**config.mk**
```make
export PLATFORM = sky130hd
export DESIGN_NAME = sfa_special_flag_area
export DESIGN_NICKNAME = d
export VERILOG_FILES = /design/src/design/sfa_unused_guard.sv /design/src/design/sfa_pkg.sv /design/src/design/sfa_special_flag_area.sv
export VERILOG_INCLUDE_DIRS = /design/src /design/src/design
export SDC_FILE = /design/constraint.sdc
export NUM_CORES = 1
export LEC_CHECK = 0
export BUFFER_PORTS_ARGS = -buffer_cell sky130_fd_sc_hd__buf_2
export CORE_ASPECT_RATIO = 1.75
export CORE_MARGIN = 4
export CORE_UTILIZATION = 53
export DETAILED_ROUTE_END_ITERATION = 6
export PLACE_DENSITY = 0.8
export SLEW_MARGIN = 10
export SYNTH_ARGS = -nofsm -noshare
export SYNTH_HDL_FRONTEND = slang
export SYNTH_SLANG_ARGS = --single-unit
```
**constraint.sdc**
```tcl
create_clock -name CLK -period 12.9 [get_ports CLK]
set_input_delay 0.645 -clock CLK [delete_from_list [all_inputs] [get_ports CLK]]
set_output_delay 0.645 -clock CLK [all_outputs]
set_load 0.005 [all_outputs]
```
**src/design/sfa_defs.svh**
```systemverilog
// Word offsets, bit positions, reset values and timing of the flag area.
`ifndef SFA_DEFS_SVH
`define SFA_DEFS_SVH
`define SFA_NET_RESULT   8'hED
`define SFA_LINK0_BASE   8'hEE
`define SFA_LINK1_BASE   8'hF2
`define SFA_UNUSED       8'hF6
`define SFA_UNIT_BASE    8'hF7
`define SFA_RIO_INFO     8'hFB
`define SFA_CTRL         8'hFC
`define SFA_ALARM        8'hFD
`define SFA_SLOW         8'hFE
`define SFA_PULSE        8'hFF
`define SFA_CTRL_RESET   16'h0000
`define SFA_CTRL_WMASK   16'hFE00
`define SFA_BIT_LVL0_ACT 2
`define SFA_BIT_NET_ERR  3
`define SFA_BIT_NET_EN   4
`define SFA_BIT_LVL1_ACT 5
`define SFA_BIT_HL_R1    6
`define SFA_BIT_HL_CPU   8
`define SFA_BIT_CPU_RST  9
`define SFA_BIT_RETAIN   12
`define SFA_BIT_RACK_RST 13
`define SFA_BIT_OUT_OFF  15
`define SFA_BIT_LOW_BATT 8
`define SFA_BIT_CYCLE    9
`define SFA_BIT_IO_VER   10
`define SFA_BIT_HL_R0    11
`define SFA_BIT_RIO_SUM  12
`define SFA_BIT_ALWAYS1  13
`define SFA_BIT_FIRST    15
`define SFA_BIT_CHECK    0
`define SFA_BIT_RIO_FLAG 3
`define SFA_BIT_STEP     7
`define SFA_MS_CODE      4'hB
`define SFA_CLK_NS       10
`define SFA_TICK_NS      10000000
`define SFA_TICK_CYCLES  (`SFA_TICK_NS / `SFA_CLK_NS)
`define SFA_HALF_20MS    12'h001
`define SFA_HALF_100MS   12'h005
`define SFA_HALF_200MS   12'h00A
`define SFA_HALF_1S      12'h032
`define SFA_HALF_1MIN    12'hBB8
`endif

```
**src/design/sfa_unused_guard.sv**
```systemverilog
// No logic here; the flag area module holds it all.

```
**src/design/sfa_pkg.sv**
```systemverilog
// Types shared by the flag area and its users.
package sfa_pkg;
  // Completion codes of a network transfer.
  typedef enum logic [7:0] {
    SFA_NORMAL = 8'h00, SFA_PARAM = 8'h01, SFA_NO_TX = 8'h02,
    SFA_NO_DEST = 8'h03, SFA_BUSY = 8'h04, SFA_TIMEOUT = 8'h05,
    SFA_CTRL_ERR = 8'h06, SFA_SET_ERR = 8'h07, SFA_CPU_ERR = 8'h08
  } sfa_code_e;
  // One remote I/O error report.
  typedef struct packed {
    logic       master_slave;
    logic [3:0] master_order;
    logic       is_master;
    logic [2:0] slave_no;
    logic [7:0] word_setting;
    logic [1:0] multiplier;
    logic       upper_byte;
  } sfa_rio_err_s;
  // Instruction result flags.
  typedef struct packed {
    logic instruction_fault_flag;
    logic carry_flag;
    logic above_flag;
    logic same_value_flag;
    logic below_flag;
  } sfa_result_s;
endpackage

```
**src/design/sfa_special_flag_area.sv**
```systemverilog
// Special flag area: status and control words 237 to 255.
`timescale 1ns/100ps
`default_nettype none
`include "sfa_defs.svh"
// How it works
// - Status flags stay off until their condition, except word 253 bit 13, always on.
// - Restart bit on then off restarts unit.
// - Word 252 bits 9 to 15 are writable.
// - Words 237 to 251 become work when absent.
// - Completion code lands in word 237 low.
// - Word 251 steps queued errors per check pulse.
// - Bit 03 shows any remote I/O error.
// - Code B formats master or slave fault.
// - Other codes give setting and multiplier.
// - Bit 04 marks upper byte optical unit.
// - Host link errors at fixed bits.
// - Rack restart ignored for multilevel units.
// - Transfer error and enable flags.
// - Data link active flags per level.
// - Completion codes zero through eight.
// - Word 253 low holds fault alarm code.
// - Word 253 carries system error flags.
// - Clock pulse bits in words 254, 255.
// - Word 255 holds instruction result flags.
// - Words 247 to 250 hold unit or level 1 status.
// - Output off bit forces outputs off.
// - Retention bit decides clear on mode change.
module sfa_special_flag_area
  import sfa_pkg::*;
#(
  parameter int RIO_QDEPTH  = 8,
  parameter int OUT_W       = 16,
  parameter int TICK_CYCLES = `SFA_TICK_CYCLES
) (
  // Clock and reset.
  input  wire logic                   CLK,
  input  wire logic                   SYS_RST,
  // Word access from the user program.
  input  wire logic                   ACC_EN,
  input  wire logic                   ACC_WE,
  input  wire logic [7:0]             ACC_ADDR,
  input  wire logic [15:0]            ACC_WDATA,
  input  wire logic [15:0]            ACC_WMASK,
  output logic      [15:0]            ACC_RDATA,
  output logic                        ACC_RVALID,
  // Configuration of the link systems.
  input  wire logic                   CFG_NET_PRESENT,
  input  wire logic                   CFG_NET_LVL1_ALT,
  input  wire logic                   CFG_PCLINK_PRESENT,
  input  wire logic                   CFG_RIO_PRESENT,
  input  wire logic                   CFG_HL_MULTILEVEL,
  // Network link reports.
  input  wire logic                   NET_DONE,
  input  wire sfa_code_e              NET_CODE,
  input  wire logic                   NET_ENABLE,
  input  wire logic                   LINK0_ACTIVE,
  input  wire logic                   LINK1_ACTIVE,
  input  wire logic [3:0][15:0]       LINK0_STATUS,
  input  wire logic [3:0][15:0]       LINK1_STATUS,
  input  wire logic [3:0][15:0]       UNIT_FLAGS,
  // Remote I/O error reports.
  input  wire logic                   RIO_ERR_VALID,
  input  wire sfa_rio_err_s           RIO_ERR_INFO,
  // Host link reports and restarts.
  input  wire logic                   HL_RACK_L0_ERR,
  input  wire logic                   HL_RACK_L1_ERR,
  input  wire logic                   HL_CPU_ERR,
  output logic                        HL_CPU_RESTART,
  output logic                        HL_RACK_RESTART,
  // System reports.
  input  wire logic                   FAL_VALID,
  input  wire logic [7:0]             FAL_CODE,
  input  wire logic                   LOW_BATT,
  input  wire logic                   CYCLE_ERR,
  input  wire logic                   IO_VERIFY_ERR,
  input  wire logic                   FIRST_CYCLE,
  input  wire logic                   STEP_FLAG,
  input  wire logic                   RES_VALID,
  input  wire sfa_result_s            RES_FLAGS,
  // Outputs and mode changes.
  input  wire logic [OUT_W-1:0]       OUT_IMAGE,
  output logic      [OUT_W-1:0]       OUT_PHYS,
  input  wire logic                   MODE_CHANGE,
  output logic                        IO_CLEAR
);

  localparam int QW = $clog2(RIO_QDEPTH);

  // Refuse sizes the queue and divider cannot serve.
  initial begin
    if (RIO_QDEPTH < 2 || (1 << QW) != RIO_QDEPTH)
      $error("RIO_QDEPTH must be a power of two, at least 2.");
    if (OUT_W < 1 || TICK_CYCLES < 1)
      $error("OUT_W and TICK_CYCLES must be positive.");
  end

  // Merge masked write data into a stored word.
  function automatic logic [15:0] merge(input logic [15:0] old,
                                        input logic [15:0] val,
                                        input logic [15:0] msk);
    merge = (old & ~msk) | (val & msk);
  endfunction

  // Lay one remote I/O report out in the shown word.
  function automatic logic [15:0] rio_fmt(input sfa_rio_err_s e);
    if (e.master_slave) begin
      rio_fmt = {`SFA_MS_CODE, e.master_order, e.is_master,
                 e.slave_no, 4'h0};
    end else begin
      rio_fmt = {e.word_setting, 1'b0, e.multiplier,
                 e.upper_byte, 4'h0};
    end
  endfunction

  // Stored state.
  logic [15:0]    ctrl;                 // Control half of word 252.
  logic [15:0]    work [15];            // Work bits of words 237..251.
  sfa_code_e      net_code;             // Last completion code.
  logic           net_err;              // Transfer error flag of the last transfer.
  logic [7:0]     fal_code;             // Last fault alarm number.
  sfa_result_s    result;               // Last instruction results.
  logic           check_bit;            // Error check bit in word 251.
  sfa_rio_err_s   rio_q [RIO_QDEPTH];   // Pending remote I/O errors.
  logic [QW-1:0]  rio_rd;               // Oldest report.
  logic [QW-1:0]  rio_wr;               // Next free slot.
  logic [QW:0]    rio_cnt;              // Reports held.
  logic           cpu_rst_q;            // Previous CPU restart bit.
  logic           rack_rst_q;           // Previous rack restart bit.
  logic [31:0]    tick_cnt;             // Base divider count.
  logic           tick;                 // One pulse per 10 ms.
  logic [11:0]    pcnt [5];             // Half period counters.
  logic [4:0]     pulse;                // Clock pulse bits.

  // Half periods in ticks of the 20 ms, 100 ms, 200 ms, 1 s, 1 min pulses.
  localparam logic [11:0] HALF [5] = '{`SFA_HALF_20MS, `SFA_HALF_100MS,
    `SFA_HALF_200MS, `SFA_HALF_1S, `SFA_HALF_1MIN};

  // Address decode.
  wire        acc_wr   = ACC_EN & ACC_WE;
  wire [7:0]  off      = ACC_ADDR - `SFA_NET_RESULT;
  wire [3:0]  widx     = off[3:0];
  wire [7:0]  l0_off   = ACC_ADDR - `SFA_LINK0_BASE;
  wire [1:0]  sub      = l0_off[1:0];
  wire        in_work  = (ACC_ADDR >= `SFA_NET_RESULT) &&
                         (ACC_ADDR <= `SFA_RIO_INFO);
  wire [7:0]  u_off    = ACC_ADDR - `SFA_UNIT_BASE;
  wire [7:0]  l1_off   = ACC_ADDR - `SFA_LINK1_BASE;
  wire [1:0]  u_sub    = u_off[1:0];
  wire [1:0]  l1_sub   = l1_off[1:0];
  wire        is_net   = ACC_ADDR == `SFA_NET_RESULT;
  wire        is_l0    = (ACC_ADDR >= `SFA_LINK0_BASE) &&
                         (ACC_ADDR <  `SFA_LINK1_BASE);
  wire        is_l1    = (ACC_ADDR >= `SFA_LINK1_BASE) &&
                         (ACC_ADDR <  `SFA_UNUSED);
  wire        is_unit  = (ACC_ADDR >= `SFA_UNIT_BASE) &&
                         (ACC_ADDR <  `SFA_RIO_INFO);
  wire        is_rio   = ACC_ADDR == `SFA_RIO_INFO;

  // Which link system owns the addressed word; absent means work bits.
  wire        unit_own = CFG_PCLINK_PRESENT |
                         (CFG_NET_PRESENT & ~CFG_NET_LVL1_ALT);
  wire        l1_alt   = CFG_NET_PRESENT & CFG_NET_LVL1_ALT;
  wire        owned    = ((is_net | is_l0 | is_l1) & CFG_NET_PRESENT) |
                         (is_unit & (CFG_PCLINK_PRESENT | l1_alt)) |
                         (is_rio & CFG_RIO_PRESENT);
  wire        work_sel = in_work & ~owned;

  // Remote I/O queue control.
  wire        rio_full  = rio_cnt == RIO_QDEPTH[QW:0];
  wire        rio_any   = rio_cnt != '0;
  wire        check_wr  = acc_wr & is_rio & CFG_RIO_PRESENT &
                          ACC_WMASK[`SFA_BIT_CHECK];
  wire        next_check = check_wr ? ACC_WDATA[`SFA_BIT_CHECK]
                                    : check_bit;
  wire        rio_pop   = check_bit & ~next_check & rio_any;
  wire        rio_push  = RIO_ERR_VALID & CFG_RIO_PRESENT & ~rio_full;
  wire [15:0] rio_word  = (rio_any ? (rio_fmt(rio_q[rio_rd]) |
                           (16'h0001 << `SFA_BIT_RIO_FLAG)) : 16'h0000) |
                          {15'h0000, check_bit};

  // Control word writes touch only the control bits.
  wire [15:0] ctrl_msk  = ACC_WMASK & `SFA_CTRL_WMASK;
  wire        ctrl_wr   = acc_wr & (ACC_ADDR == `SFA_CTRL);

  // Device words as the program reads them.
  wire [15:0] w252 = (ctrl & `SFA_CTRL_WMASK) |
    ({15'h0000, LINK0_ACTIVE}   << `SFA_BIT_LVL0_ACT) |
    ({15'h0000, net_err}        << `SFA_BIT_NET_ERR) |
    ({15'h0000, NET_ENABLE}     << `SFA_BIT_NET_EN) |
    ({15'h0000, LINK1_ACTIVE}   << `SFA_BIT_LVL1_ACT) |
    ({15'h0000, HL_RACK_L1_ERR} << `SFA_BIT_HL_R1) |
    ({15'h0000, HL_CPU_ERR}     << `SFA_BIT_HL_CPU);
  wire [15:0] w253 = {8'h00, fal_code} |
    ({15'h0000, LOW_BATT}       << `SFA_BIT_LOW_BATT) |
    ({15'h0000, CYCLE_ERR}      << `SFA_BIT_CYCLE) |
    ({15'h0000, IO_VERIFY_ERR}  << `SFA_BIT_IO_VER) |
    ({15'h0000, HL_RACK_L0_ERR} << `SFA_BIT_HL_R0) |
    ({15'h0000, rio_any}        << `SFA_BIT_RIO_SUM) |
    (16'h0001                   << `SFA_BIT_ALWAYS1) |
    ({15'h0000, FIRST_CYCLE}    << `SFA_BIT_FIRST);
  wire [15:0] w254 = {8'h00, STEP_FLAG, 5'h00, pulse[0], pulse[4]};
  wire [15:0] w255 = {8'h00, result.below_flag,
    result.same_value_flag, result.above_flag, result.carry_flag,
    result.instruction_fault_flag, pulse[3], pulse[2], pulse[1]};
  wire [15:0] w247 = unit_own ? UNIT_FLAGS[u_sub]
                              : (l1_alt ? LINK1_STATUS[u_sub] : 16'h0000);

  // Read selection; unmapped words read zero, unused word 246 reads its work bits.
  wire [15:0] rd_word =
    work_sel                   ? work[widx] :
    is_net                     ? {8'h00, net_code} :
    is_l0                      ? LINK0_STATUS[sub] :
    is_l1                      ? (l1_alt ? 16'h0000 : LINK1_STATUS[l1_sub]) :
    is_unit                    ? w247 :
    is_rio                     ? rio_word :
    ACC_ADDR == `SFA_CTRL      ? w252 :
    ACC_ADDR == `SFA_ALARM     ? w253 :
    ACC_ADDR == `SFA_SLOW      ? w254 :
    ACC_ADDR == `SFA_PULSE     ? w255 : 16'h0000;

  // Read port: data one cycle after the request.
  always_ff @(posedge CLK or posedge SYS_RST) begin
    if (SYS_RST) begin
      ACC_RDATA  <= 16'h0000;
      ACC_RVALID <= 1'b0;
    end else begin
      ACC_RVALID <= ACC_EN & ~ACC_WE;
      if (ACC_EN & ~ACC_WE) begin
        ACC_RDATA <= rd_word;
      end
    end
  end

  // Work bits; writes to a word owned by a present system are dropped.
  always_ff @(posedge CLK or posedge SYS_RST) begin
    if (SYS_RST) begin
      for (int i = 0; i < 15; i++) begin
        work[i] <= 16'h0000;
      end
    end else if (acc_wr & work_sel) begin
      work[widx] <= merge(work[widx], ACC_WDATA, ACC_WMASK);
    end
  end

  // Control bits follow set and clear writes only; flags are not stored.
  always_ff @(posedge CLK or posedge SYS_RST) begin
    if (SYS_RST) begin
      ctrl <= `SFA_CTRL_RESET;
    end else if (ctrl_wr) begin
      ctrl <= merge(ctrl, ACC_WDATA, ctrl_msk);
    end
  end

  // Restart pulses on the falling edge of each restart bit; no rack pulse while multilevel is set.
  always_ff @(posedge CLK or posedge SYS_RST) begin
    if (SYS_RST) begin
      cpu_rst_q       <= 1'b0;
      rack_rst_q      <= 1'b0;
      HL_CPU_RESTART  <= 1'b0;
      HL_RACK_RESTART <= 1'b0;
    end else begin
      cpu_rst_q       <= ctrl[`SFA_BIT_CPU_RST];
      rack_rst_q      <= ctrl[`SFA_BIT_RACK_RST];
      HL_CPU_RESTART  <= cpu_rst_q & ~ctrl[`SFA_BIT_CPU_RST];
      // Multilevel rack units restart by their own means.
      HL_RACK_RESTART <= rack_rst_q & ~ctrl[`SFA_BIT_RACK_RST] &
                         ~CFG_HL_MULTILEVEL;
    end
  end

  // Completion code and transfer error; a failure sets, a normal end clears.
  always_ff @(posedge CLK or posedge SYS_RST) begin
    if (SYS_RST) begin
      net_code <= SFA_NORMAL;
      net_err  <= 1'b0;
    end else if (NET_DONE) begin
      net_code <= NET_CODE;
      net_err  <= NET_CODE != SFA_NORMAL;
    end
  end

  // Fault alarm number and instruction results.
  always_ff @(posedge CLK or posedge SYS_RST) begin
    if (SYS_RST) begin
      fal_code <= 8'h00;
      result   <= '0;
    end else begin
      if (FAL_VALID) begin
        fal_code <= FAL_CODE;
      end
      if (RES_VALID) begin
        result <= RES_FLAGS;
      end
    end
  end

  // Error queue; a report arriving while full is lost, so size it well.
  always_ff @(posedge CLK or posedge SYS_RST) begin
    if (SYS_RST) begin
      check_bit <= 1'b0;
      rio_rd    <= '0;
      rio_wr    <= '0;
      rio_cnt   <= '0;
    end else begin
      check_bit <= next_check;
      if (rio_push) begin
        rio_q[rio_wr] <= RIO_ERR_INFO;
        rio_wr        <= rio_wr + 1'b1;
      end
      if (rio_pop) begin
        rio_rd <= rio_rd + 1'b1;
      end
      rio_cnt <= rio_cnt + {{QW{1'b0}}, rio_push} - {{QW{1'b0}}, rio_pop};
    end
  end

  // Base divider giving one enable pulse per 10 ms.
  always_ff @(posedge CLK or posedge SYS_RST) begin
    if (SYS_RST) begin
      tick_cnt <= 32'h00000000;
      tick     <= 1'b0;
    end else begin
      tick     <= tick_cnt == 32'(TICK_CYCLES - 1);
      tick_cnt <= (tick_cnt == 32'(TICK_CYCLES - 1)) ? 32'h00000000
                                                     : tick_cnt + 1'b1;
    end
  end

  // Each pulse bit toggles after its half period, giving even duty.
  always_ff @(posedge CLK or posedge SYS_RST) begin
    if (SYS_RST) begin
      pulse <= 5'h00;
      for (int i = 0; i < 5; i++) begin
        pcnt[i] <= 12'h000;
      end
    end else if (tick) begin
      for (int i = 0; i < 5; i++) begin
        if (pcnt[i] == HALF[i] - 12'h001) begin
          pcnt[i]  <= 12'h000;
          pulse[i] <= ~pulse[i];
        end else begin
          pcnt[i] <= pcnt[i] + 12'h001;
        end
      end
    end
  end

  // Physical outputs and mode change clearing.
  always_ff @(posedge CLK or posedge SYS_RST) begin
    if (SYS_RST) begin
      OUT_PHYS <= '0;
      IO_CLEAR <= 1'b0;
    end else begin
      OUT_PHYS <= ctrl[`SFA_BIT_OUT_OFF] ? '0 : OUT_IMAGE;
      IO_CLEAR <= MODE_CHANGE & ~ctrl[`SFA_BIT_RETAIN];
    end
  end

endmodule
`default_nettype wire

```
# Word-level counts from Yosys, hierarchy flattened
# Memories as Yosys holds them, arrays and structs flattened.
# Cells that the tools add are included.
# op_classes
n_addsub	14
magnitude_cmp	13
n_eq_ne	12
n_mux	39
bitwise_logic	63
n_reduce_logical	15
# op_table
operator	count
16-bit two-way mux	21
240-bit bitwise mux	1
16-bit binary-select mux with 2-bit select	4
16-bit AND	4
16-bit binary-select mux with 4-bit select	1
16-bit demux with 4-bit select	1
12-bit by 1-bit adder with 12-bit output (second input constant)	5
12-bit two-way mux	5
8-bit == test (second input constant)	6
32-bit by 1-bit adder with 32-bit output (second input constant)	1
32-bit by 20-bit == test with 1-bit output (second input constant)	1
8-bit >= comparator (second input constant)	4
32-bit two-way mux	1
16-bit inverter	2
16-bit OR	2
8-bit less-than comparator (second input constant)	3
1-bit AND	21
8-bit two-way mux	2
14-bit by 16-bit OR with 16-bit output	1
16-bit by 1-bit OR with 16-bit output	1
16-bit by 3-bit OR with 16-bit output	1
16-bit by 4-bit OR with 16-bit output	1
16-bit by 5-bit OR with 16-bit output	1
16-bit by 6-bit OR with 16-bit output	1
31 further kinds	65
# totals
ff_bits	425
ramBits	160
input_bits	314
elab_cells	205
mem_count	1
# mem_list
memory	depth	word_bits	rd	rd_ports_with_merged_regs	wr	line_no	text
rio_q	8	20	1	0	1	sfa_special_flag_area.sv:123	sfa_rio_err_s rio_q [RIO_QDEPTH];

# Logic depth before layout (Yosys ltp)
# Gate-level depths: netlist of the first run.
# logic_depth
ltp_word	14
ltp_mapped	15
depth_no_buf	11

# Worst setup path after synthesis of the first run
# OpenSTA, ideal clock, no wires.
# synth_path
path_kind	in2reg
start	input port ACC_ADDR[1]
end	register work[225] in the netlist's numbering
setup_time_ps	125
t_arrival_ps	3871
path_slack_ps	8903
path_stages	12
cell_sequence	buf_4 > buf_4 > clkbuf_1 > inv_1 > ha_1 > buf_2 > buf_1 > mux4_2 > mux4_2 > mux2_2 > buf_2 > mux2_4
# synth_via
elab_chain_cells	10
word_cells_on_any_way	37
cone_classes	add/sub (1); order compare (10); eq/ne (2); mux (6); bitwise (13); reduce/logical (5)
# synth_rtl
item	line_no	text
start, declared	sfa_special_flag_area.sv:41	input wire logic [7:0] ACC_ADDR,
8-bit >= comparator (no line) or 8-bit less-than comparator (tied branches)	-	
1-bit logical AND	sfa_special_flag_area.sv:151	wire is_l0 = (ACC_ADDR >= `SFA_LINK0_BASE) &&
1-bit OR (2 in a row)	sfa_special_flag_area.sv:163	wire owned = ((is_net | is_l0 | is_l1) & CFG_NET_PRESENT) |
1-bit AND	sfa_special_flag_area.sv:163	
1-bit OR	sfa_special_flag_area.sv:163	
1-bit OR	sfa_special_flag_area.sv:164	(is_unit & (CFG_PCLINK_PRESENT | l1_alt)) |
1-bit inverter	sfa_special_flag_area.sv:166	wire work_sel = in_work & ~owned;
1-bit AND	sfa_special_flag_area.sv:166	
1-bit AND	sfa_special_flag_area.sv:240	end else if (acc_wr & work_sel) begin
end signal, assigned by index	sfa_special_flag_area.sv:241	work[widx] <= merge(work[widx], ACC_WDATA, ACC_WMASK);
end, declared	sfa_special_flag_area.sv:117	logic [15:0] work [15];
# Parallel ways exist; a longest one is shown, timed or not. The select of a mux whose other input is x is not followed.
# A chain may end at the register's enable or synchronous reset.

# Final worst setup path of the first run
# layout_path
start	input port ACC_ADDR[1]
end	register work[168] in the netlist's numbering
# Same word-level chain as after synthesis.

==> results, run 1 <==
- Power comes to 3.91 mW.
- The final weighted congestion in routability-driven placement is 0.968.
- The final standard cell count with taps included and fillers excluded is 3,134.
- The clock slew seen by the registers of the worst setup and hold paths is 0.07 ns.
- Pin placement for this block handled 350 I/O pins.
- For this design the static power due to leakage is 13.7 nW.
- The worst hold path class is in -> reg.
- The final max-slew violation count is 0.
- In the detailed route, the total length drawn on met3 is 7.60 mm.
- The pin count of the biggest net entering global routing is 154.
- For this run, the total global-route usage over all layers was measured as 28.8%.
- Counting cells, the worst reg-to-reg path comes to 8.
- Once the clock tree was built, the resizer swapped 0 gates to a different size.
- The worst slew slack as a fraction of its limit is 22.2%.
- The kind of cell with the highest combined delay along the critical path is multiplexers.
- The first global-routing pass estimated 126 mm of wire.
- For this design, the sink count on the clock tree is 576.
- The synthesized area per cell is 13.3 um^2.
- The starting density of the core is 53.6%.
- The post-detailed-routing wire length is 83.2 mm.
- In the post-synthesis netlist, the biggest area contributors are dfrtp_1 (37%), edfxtp_1 (17%), mux4_2 (11%).
- The worst setup path is captured at a register.
- The top routing layer in use is met5.
- The final worst slack is 7.99 ns.
- The final-report hold violation count was 0.
- The initial detailed-routing violation count is 2,203.
- For hold timing, the worst endpoint is HL_RACK_RESTART.
- After legalization and detailed placement, the total HPWL measured 59.5 mm.
- No sink is reached through more buffers than the 3 on the longest clock path.
- The final setup TNS is 0 ns.
- The register-to-register setup slack is 9.77 ns.
- The number of enable-type register cells in the synthesized netlist is 160.
- The area growth from synthesis to layout is 13.5%.
- The worst slack after detailed placement is 7.54 ns.
- The buffers inserted during post-CTS setup optimization is 0.
- In this run the vertical extent of the chip is 313 um.
- The routed metal-1 wire length is 29.6 mm.
- The first detailed-routing pass ran for 7 iterations.
- In this run the critical register-to-register path is launched from rio_rd[1].
- The count of buffers added on input and output ports is 349.
- The number of core rows is 111.
- At the end of the flow, the number of nets in the layout was 2,747.
- The flow ran to the end, and the final reports show no timing, DRC or antenna violations.
- Of all nets on the critical path, the largest fanout is 56.
- Sequential elements use 54.1% of the synthesized area.
- The top cell type's share of synthesized area is 37.0%.
- For this run, the slowest stage of the critical path takes 0.85 ns.
- Across the routed clock network, the largest skew measured is 0.0499 ns.
- Setup repair after global routing left no endpoint under its margin.
- The post-synthesis async set-or-reset flop share is 72.2%.
- The wire length per cell after detailed routing is 26.5 um.
- The signal arrival time at the worst endpoint is 5.35 ns.
- Using the TritonRoute via totals, the vias-per-cell ratio works out to 6.42.
- The capturing point of the worst reg2reg path is ACC_RDATA[12].
- Setup violations remaining at the end of the flow were counted as 0.
- The number of warnings issued by yosys is 0.
- The tightest hold path in the finished design has a slack of 0.180 ns.
- The startpoint-to-endpoint class of the critical path is in -> reg.
- The count of cells along the worst hold path is 2.
- Together, buffers and inverters on the worst path number 4.
- Max-cap violations in this run came to 0.
- In this run, distinct cell masters in the synthesized netlist total 89.
- The total overflow left after global routing is 0.
- The final critical-path required period is 4.91 ns.
- In this run, CTS created clock tree buffers numbering 51.
- The leading area contributor after synthesis is dfrtp_1.
- The amount of wire on met2 after detailed routing is 40.7 mm.
- The remaining routing DRC violations is 0.
- The via count of the first global-routing pass is 20,927.
- The cell type of the slowest stage on the worst timing path is mux2i_1.
- In this run the remaining antenna-violating nets after routing total 0.
- The die outline width is 182 um.
- The fraction of layout cells with a size suffix above 1 is 34.3%.
- The H-tree was split into 2 levels.
- The worst hold path begins at CFG_HL_MULTILEVEL.
- The number of nets handed over by synthesis was 2,457.
- The core region is 52,500 um^2.
- The critical path goes through buf_2, buf_4, inv_1, ha_4, buf_4, mux4_2, mux4_2, mux2i_1, o21ai_0.
- The dominant register cell in the synthesized netlist is dfrtp_1.
- For this design the ratio of total power to cell area is 122 nW/um^2.
- For the worst-skew pair, the clock arrives at the later sink with an insertion delay of 0.64 ns.
- The cell area after technology mapping is 28,100 um^2.
- The cell chosen for the clock root is clkbuf_16.
- The CTS tree is built.
- The die covers 57,000 um^2.
- The sort of element at the start of the critical path is an input pin.
- The number of cells after detailed placement is 3,034.
- The detailed-route via count is 20,106.
- The count of filler cells inserted in the layout is 3,952.
- The highest ir drop seen on vdd is 0.000139 V.
- For this run, the top clock speed supported by timing is 204 MHz.
- The post-route clock period utilization is 38.1%.
- The initial antenna violation count is 18.
- Counting every instance in the synthesized netlist gives 2,119.
- Data on the critical path is required at its endpoint by 13.34 ns.
- After clock tree synthesis, the flow added hold-fix buffers numbering 0.
- The actual transition at the worst max-transition pin is 1.16 ns.
- The synthesized design contains 576 register bits.
## area by class of cell
type                       instances  area [um^2]  share of cell area, %
multi-input combinational       1360        12000                   37.6
timing repair buffer             389         2060                   6.45
inverter                          31          124                  0.388
tap                              678          848                   2.66
clock inverter                    20          233                  0.728
sequential                       576        15200                   47.6
clock buffer                      69         1430                   4.47
antenna                           11         27.5                 0.0862
## cell usage after synthesis (all sizes together), types with 4 or more instances
library cell,instances
a221oi,6
nand4,35
o211ai,8
o21ai,145
nor2,99
o2111ai,5
mux2i,42
nor4b,8
xor2,33
and3,15
buf,84
mux4,155
nand2,194
a22oi,19
or4,17
a21o,7
ha,23
a211o,4
nor4,16
clkbuf,68
and4,5
xnor2,53
a22o,4
a221o,6
nor2b,28
edfxtp,160
a21oi,65
and2,7
nor3b,8
inv,30
o22ai,10
dfrtp,416
or3,6
mux2,200
o31ai,4
nor3,21
nand3,49
nand2b,12
## cells by family (layout without fill, tap and decap cells)
kind of cell               count (synthesis)  in the layout  share of synthesized area [%]
AOI/OAI and AO/OA                        313            313                           6.78
xor gates and xnor gates                  86             86                           2.70
adders and majority gates                 24             24                           1.09
buffers and inverters                    183            509                           3.54
DFF                                      576            576                           54.1
muxes                                    397            397                           22.2
other                                      0             11                              0
and+or+nand+nor                          540            540                           9.58
## power by group
group	switching, mW	internal (mW)
clock network	0.691	0.841
registers	0.0408	1.94
logic	0.229	0.172
## stage by stage
stage	utilization, %	cell area [um^2]
6_report	60.9	31900
5_1_grt	60.8	31900
4_1_cts	60.8	31900
3_5_place_dp	57.6	30300
3_3_place_gp	57.6	30300
2_1_floorplan	-	28100
## per-layer routing
metal / global-route usage [%] / vias to the layer above
li1: - / 8519
met1: 35.9 / 10101
met2: 47.1 / 1164
met3: 6.40 / 310
met4: 15.6 / 12
met5: 0 / -
## worst max-delay path by stage
stage / startpoint / end / cells past startpoint
5_1_grt: ACC_ADDR[1] / work[168] / 9
2_1_floorplan: SYS_RST / ACC_RDATA[0] / 1
3_5_place_dp: ACC_ADDR[1] / work[104] / 9
4_1_cts: ACC_ADDR[1] / work[168] / 9
6_report: ACC_ADDR[1] / work[168] / 9
3_3_place_gp: ACC_ADDR[1] / work[136] / 9
## worst register-to-register path, stage by stage, from the launching register on
cell	delay, ns
dfrtp_2	0.34
buf_4	0.61
mux4_2	0.62
mux2i_1	0.16
buf_4	0.27
a21oi_1	0.15
o31ai_1	0.25
a211oi_1	0.24
a221o_1	0.34
## state kept, by name, indices dropped and copies added, names as in the netlist, 3 cells and up, named ones only
register,count
ACC_RDATA,16
OUT_PHYS,16
fal_code,8
net_code,8
pcnt,60
pulse,5
result,5
rio_cnt,4
rio_q,160
rio_rd,3
rio_wr,3
tick_cnt,32
work,240
## placed cells by master (no fill, tap or decap), types with 52 or more instances in the layout
cell	instances
dfrtp_1	415
buf_2	348
mux2_2	199
nand2_1	194
edfxtp_1	160
mux4_2	136
o21ai_0	110
nor2_1	98
a21oi_1	65
xnor2_1	52
No activity file was read; power rests on OpenSTA's default activity.
==> inputs of run 2 (changes only) <==
Settings changed: ABC_AREA set to 1, CORE_UTILIZATION 53 to 55, PLACE_DENSITY 0.8 to 0.79.
Clock period 12.9 ns to 5.1 ns, I/O delays scaled along.
==> run 2 against run 1 <==
First-iteration DRC count increased by 52%. Worst hold slack got worse by 0.15 ns. Critical path depth increased by 3. Sequential share of layout area decreased by 2.6 points. Cell count increased by 48%. Sequential power increased to 2.6 times the previous value. Flip-flop and latch count unchanged. Global-route usage increased by 5.1 points. Combinational power increased to 3.3 times the previous value. Design area increased by 5.7%. Largest cell class unchanged.
==> results, run 2 <==
- The run finished with clean final reports.
- The fraction of layout cells with a size suffix above 1 came to 13.6% (-21 points).
- The sort of element at the start of the critical path is an input pin.
- The TritonCTS sink count is 576 (unchanged).
- The worst reg-to-reg path cell count came to 16 (+8).
- The post-route clock period utilization is 66.9%.
- The via count of the first global-routing pass is 26,585 (+27%).
- The cell area after technology mapping came to 28,900 um^2 (+2.9%).
- The register-to-register setup slack is 1.79 ns (-7.98 ns).
- The cell sitting at the root of the clock tree is a clkbuf_16.
- The startpoint-to-endpoint class of the critical path is in -> reg.
- The number of optimization iterations in the first detailed-route pass is 7 (unchanged).
- The critical path required time came to 5.56 ns (-7.78 ns).
- The core outline area came to 52,200 um^2 (-0.53%).
- The die outline width is 181 um (-0.43%).
- Setup repair after global routing left no endpoint under its margin.
- The CTS tree is built.
- The number of enable-type register cells in the synthesized netlist was 160 (unchanged).
- The maximum root-to-sink buffer count is 3 (unchanged).
- The startpoint of the lowest-slack register-to-register path is rio_rd[1].
- The H-tree depth is 2 (unchanged).
- The detailed-route via count is 27,051 (+35%).
- The clock slew seen by the registers of the worst setup and hold paths is 0.07 ns (about the same).
- The post-cts sizing count was 0 (unchanged).
- By count the netlist is led by nand2_1 (852), o21ai_0 (562), dfrtp_1 (416), nor2_1 (398), inv_1 (325).
- In this run the worst setup path begins at ACC_ADDR[7].
- The global-route usage over all layers was 33.9% (+5.1 points).
- The capturing point of the worst reg2reg path is ACC_RDATA[5].
- STA classifies the critical path endpoint as a register.
- The per-cell via count in the routed design is 5.84 (-9.0%).
- The initial detailed-routing violation count is 3,343 (+52%).
- The largest total area in the synthesized netlist belongs to dfrtp_1.
- The number of warnings issued by yosys is 0 (unchanged).
- The half-perimeter wire length of the detailed placement result came to 67.7 mm (+14%).
- The height of the chip is 311 um (-0.43%).
- The number of core rows is 111 (unchanged).
- The leakage power is 16.0 nW (+16%).
- The final critical-path required period is 3.41 ns.
- The clock skew came to 0.0391 ns (-0.0108 ns).
- The buffers inserted during post-CTS setup optimization came to 0 (unchanged).
- The number of buffers inserted by port buffering is 349 (unchanged).
- The final-report hold violation count is 0 (unchanged).
- The dominant register cell in the synthesized netlist is dfrtp_1.
- The synthesized instance count was 3,553 (+68%).
- For this design, the slowest cell found on the critical path is a21oi_1.
- The initial antenna violation count is 10 (-8).
- The total power per unit cell area came to 305 nW/um^2 (+150%).
- The layout-stage area growth over the synthesis result is 16.7%.
- The kind of cell adding the most delay to the critical path is simple AND/OR/NAND/NOR gates.
- The count of filler cells inserted in the layout came to 4,512 (+14%).
- The synthesized area per cell came to 8.15 um^2 (-39%).
- The global-route wire length before repair is 151 mm (+20%).
- The worst slew slack as a fraction of its limit was 16.1% (-6.1 points).
- The most numerous cell type found on the critical path is nand2_1.
- The most critical setup path has its endpoint at ACC_RDATA[12].
- The number of cells after detailed placement was 4,452 (+47%).
- The count of hold-fix buffers inserted at cts was 79 (+79).
- The count of pins on the block boundary is 350 (unchanged).
- The final standard cell count with taps included and fillers excluded is 4,633 (+48%).
- The number of nets in the final layout is 4,244 (+54%).
- The final max-slew violation count was 0 (unchanged).
- The pin count of the biggest net entering global routing was 176 (+14%).
- The sequential cell area fraction in the yosys report is 52.6% (-1.5 points).
- The post-detailed-routing wire length was 97.8 mm (+18%).
- The top cell type's share of synthesized area is 36.0% (-1.0 points).
- The remaining routing DRC violations came to 0 (unchanged).
- The register with the most flip-flops is work.
- The highest ir drop seen on vdd was 0.000331 V (+140%).
- The post-synthesis async set-or-reset flop share came to 72.2% (unchanged).
- The combined flip-flop and latch cell area came to 15,200 um^2 (unchanged).
- The cell with the most instances after synthesis is nand2_1.
- The number of nets in the synthesized netlist is 3,891 (+58%).
- The final setup TNS came to 0 ns (unchanged).
- The number of nets with antenna violations after routing is 0 (unchanged).
- The clock insertion delay at the later pin of the skew report is 0.61 ns (-0.03 ns).
- The number of buffers added by the clock tree synthesis step is 51 (unchanged).
- The global-route congestion overflow total was 0 (unchanged).
- The max-cap violation count came to 0 (unchanged).
- Traced cell by cell, the critical path runs through buf_2, nand2_1, nor2_1, nand4_1, inv_1, nand2_1, nand2_1, nor2_2, nand2_4, clkinv_1, a21oi_1, a21oi_1.
- The maximum fanout along the worst path was 17 (-70%).
- The largest stage delay on the critical path is 0.89 ns (+0.04 ns).
- The distinct cell type count of the synthesized netlist is 51 (-43%).
- In the layout the commonest cells are nand2_1 (852), o21ai_0 (562), dfrtp_1 (415), nor2_1 (390), buf_2 (348).
- The actual transition at the worst max-transition pin is 1.26 ns (+0.100 ns).
- The sum of buffers and inverters on the critical path is 3 (-1).
- The number of flip-flops in the largest register was 240 (unchanged).
- The wire length per cell after detailed routing is 21.1 um (-20%).
- The largest registers in the layout are work: 240 flops, rio_q: 160 flops, pcnt: 60 flops.
- The starting density of the core was 55.4% (+1.8 points).
- The multi-input gate area in the final layout is 11,700 um^2 (-2.8%).
- The final weighted congestion in routability-driven placement is 0.971 (+0.38%).
- The synthesis-stage register bit count is 576 (unchanged).
- The worst hold path belongs to the class in -> reg.
- The signal arrival time at the worst endpoint is 3.87 ns (-1.48 ns).
- The final count of negative-setup-slack endpoints is 0 (unchanged).
- Timing would allow up to 293 MHz.
- The die area is 56,500 um^2 (-0.86%).
- Yosys attributes the largest share of cell area to dfrtp_1 (36%), edfxtp_1 (17%), nand2_1 (11%).
- Leaving out fill and tap cells, the most frequent cell in the layout is nand2_1.
- The instance count on the critical path is 12 (+3).
## run 2: stage by stage
step	utilization [%]	cell area (um^2)	power, mW	setup slack, ns	hold slack, ns
final	64.7	33800	10.3	1.69	0.0299
after global routing	64.7	33800	10.7	1.57	0.0187
after CTS	64.6	33800	10.3	1.94	0.00974
after detailed placement	59.9	31300	6.39	1.36	0.193
after global placement	59.9	31300	6.37	1.36	0.192
after floorplan	-	28900	5.84	-2.41	0.325
## run 2: worst min-delay path by stage
stage                       from              end  slack (ns)  cells after the start
2_1_floorplan  CFG_HL_MULTILEVEL  HL_RACK_RESTART        0.32                      1
3_3_place_gp             SYS_RST        rio_wr[2]        0.19                      2
3_5_place_dp             SYS_RST        rio_wr[2]        0.19                      2
4_1_cts                RES_VALID        result[4]        0.01                      3
5_1_grt            ACC_WDATA[10]         register        0.02                      3
6_report               RES_VALID        result[4]        0.03                      3
## run 2: layout make-up
| class | instances | area share (%) |
|---|---|---|
| multi-input cells | 2450 | 34.6 |
| repair buffers | 489 | 9.04 |
| diodes | 7 | 0.0519 |
| well taps | 678 | 2.51 |
| inverters | 338 | 3.79 |
| clock buffers | 74 | 4.52 |
| clock inverters | 21 | 0.482 |
| flip-flops and latches | 576 | 45.1 |
## run 2: cells by family after synthesis
| group | synth area share (%) |
|---|---|
| buffers and inverters | 7.22 |
| DFF | 52.6 |
| and+or+nand+nor | 20.8 |
| AOI/OAI and AO/OA | 16.5 |
| adders and majority gates | 1.06 |
| muxes | 0.225 |
| xor gates and xnor gates | 1.63 |
## run 2: worst min-delay path: stages
cell	delay [ns]
buf_2	0.17
nand2_1	0.07
o21ai_0	0.06
## run 2: where the power goes
part           total, mW  internal, mW  switching (mW)
logic               1.34         0.452           0.887
clock network       3.91          2.18            1.73
registers           5.05          4.95           0.101
## run 2: metal layers
layer  GRT usage, %  wire length [um]
met3           7.26              9670
met1           41.6             34700
met5              0                42
met4           16.6              5580
met2           57.0             47800
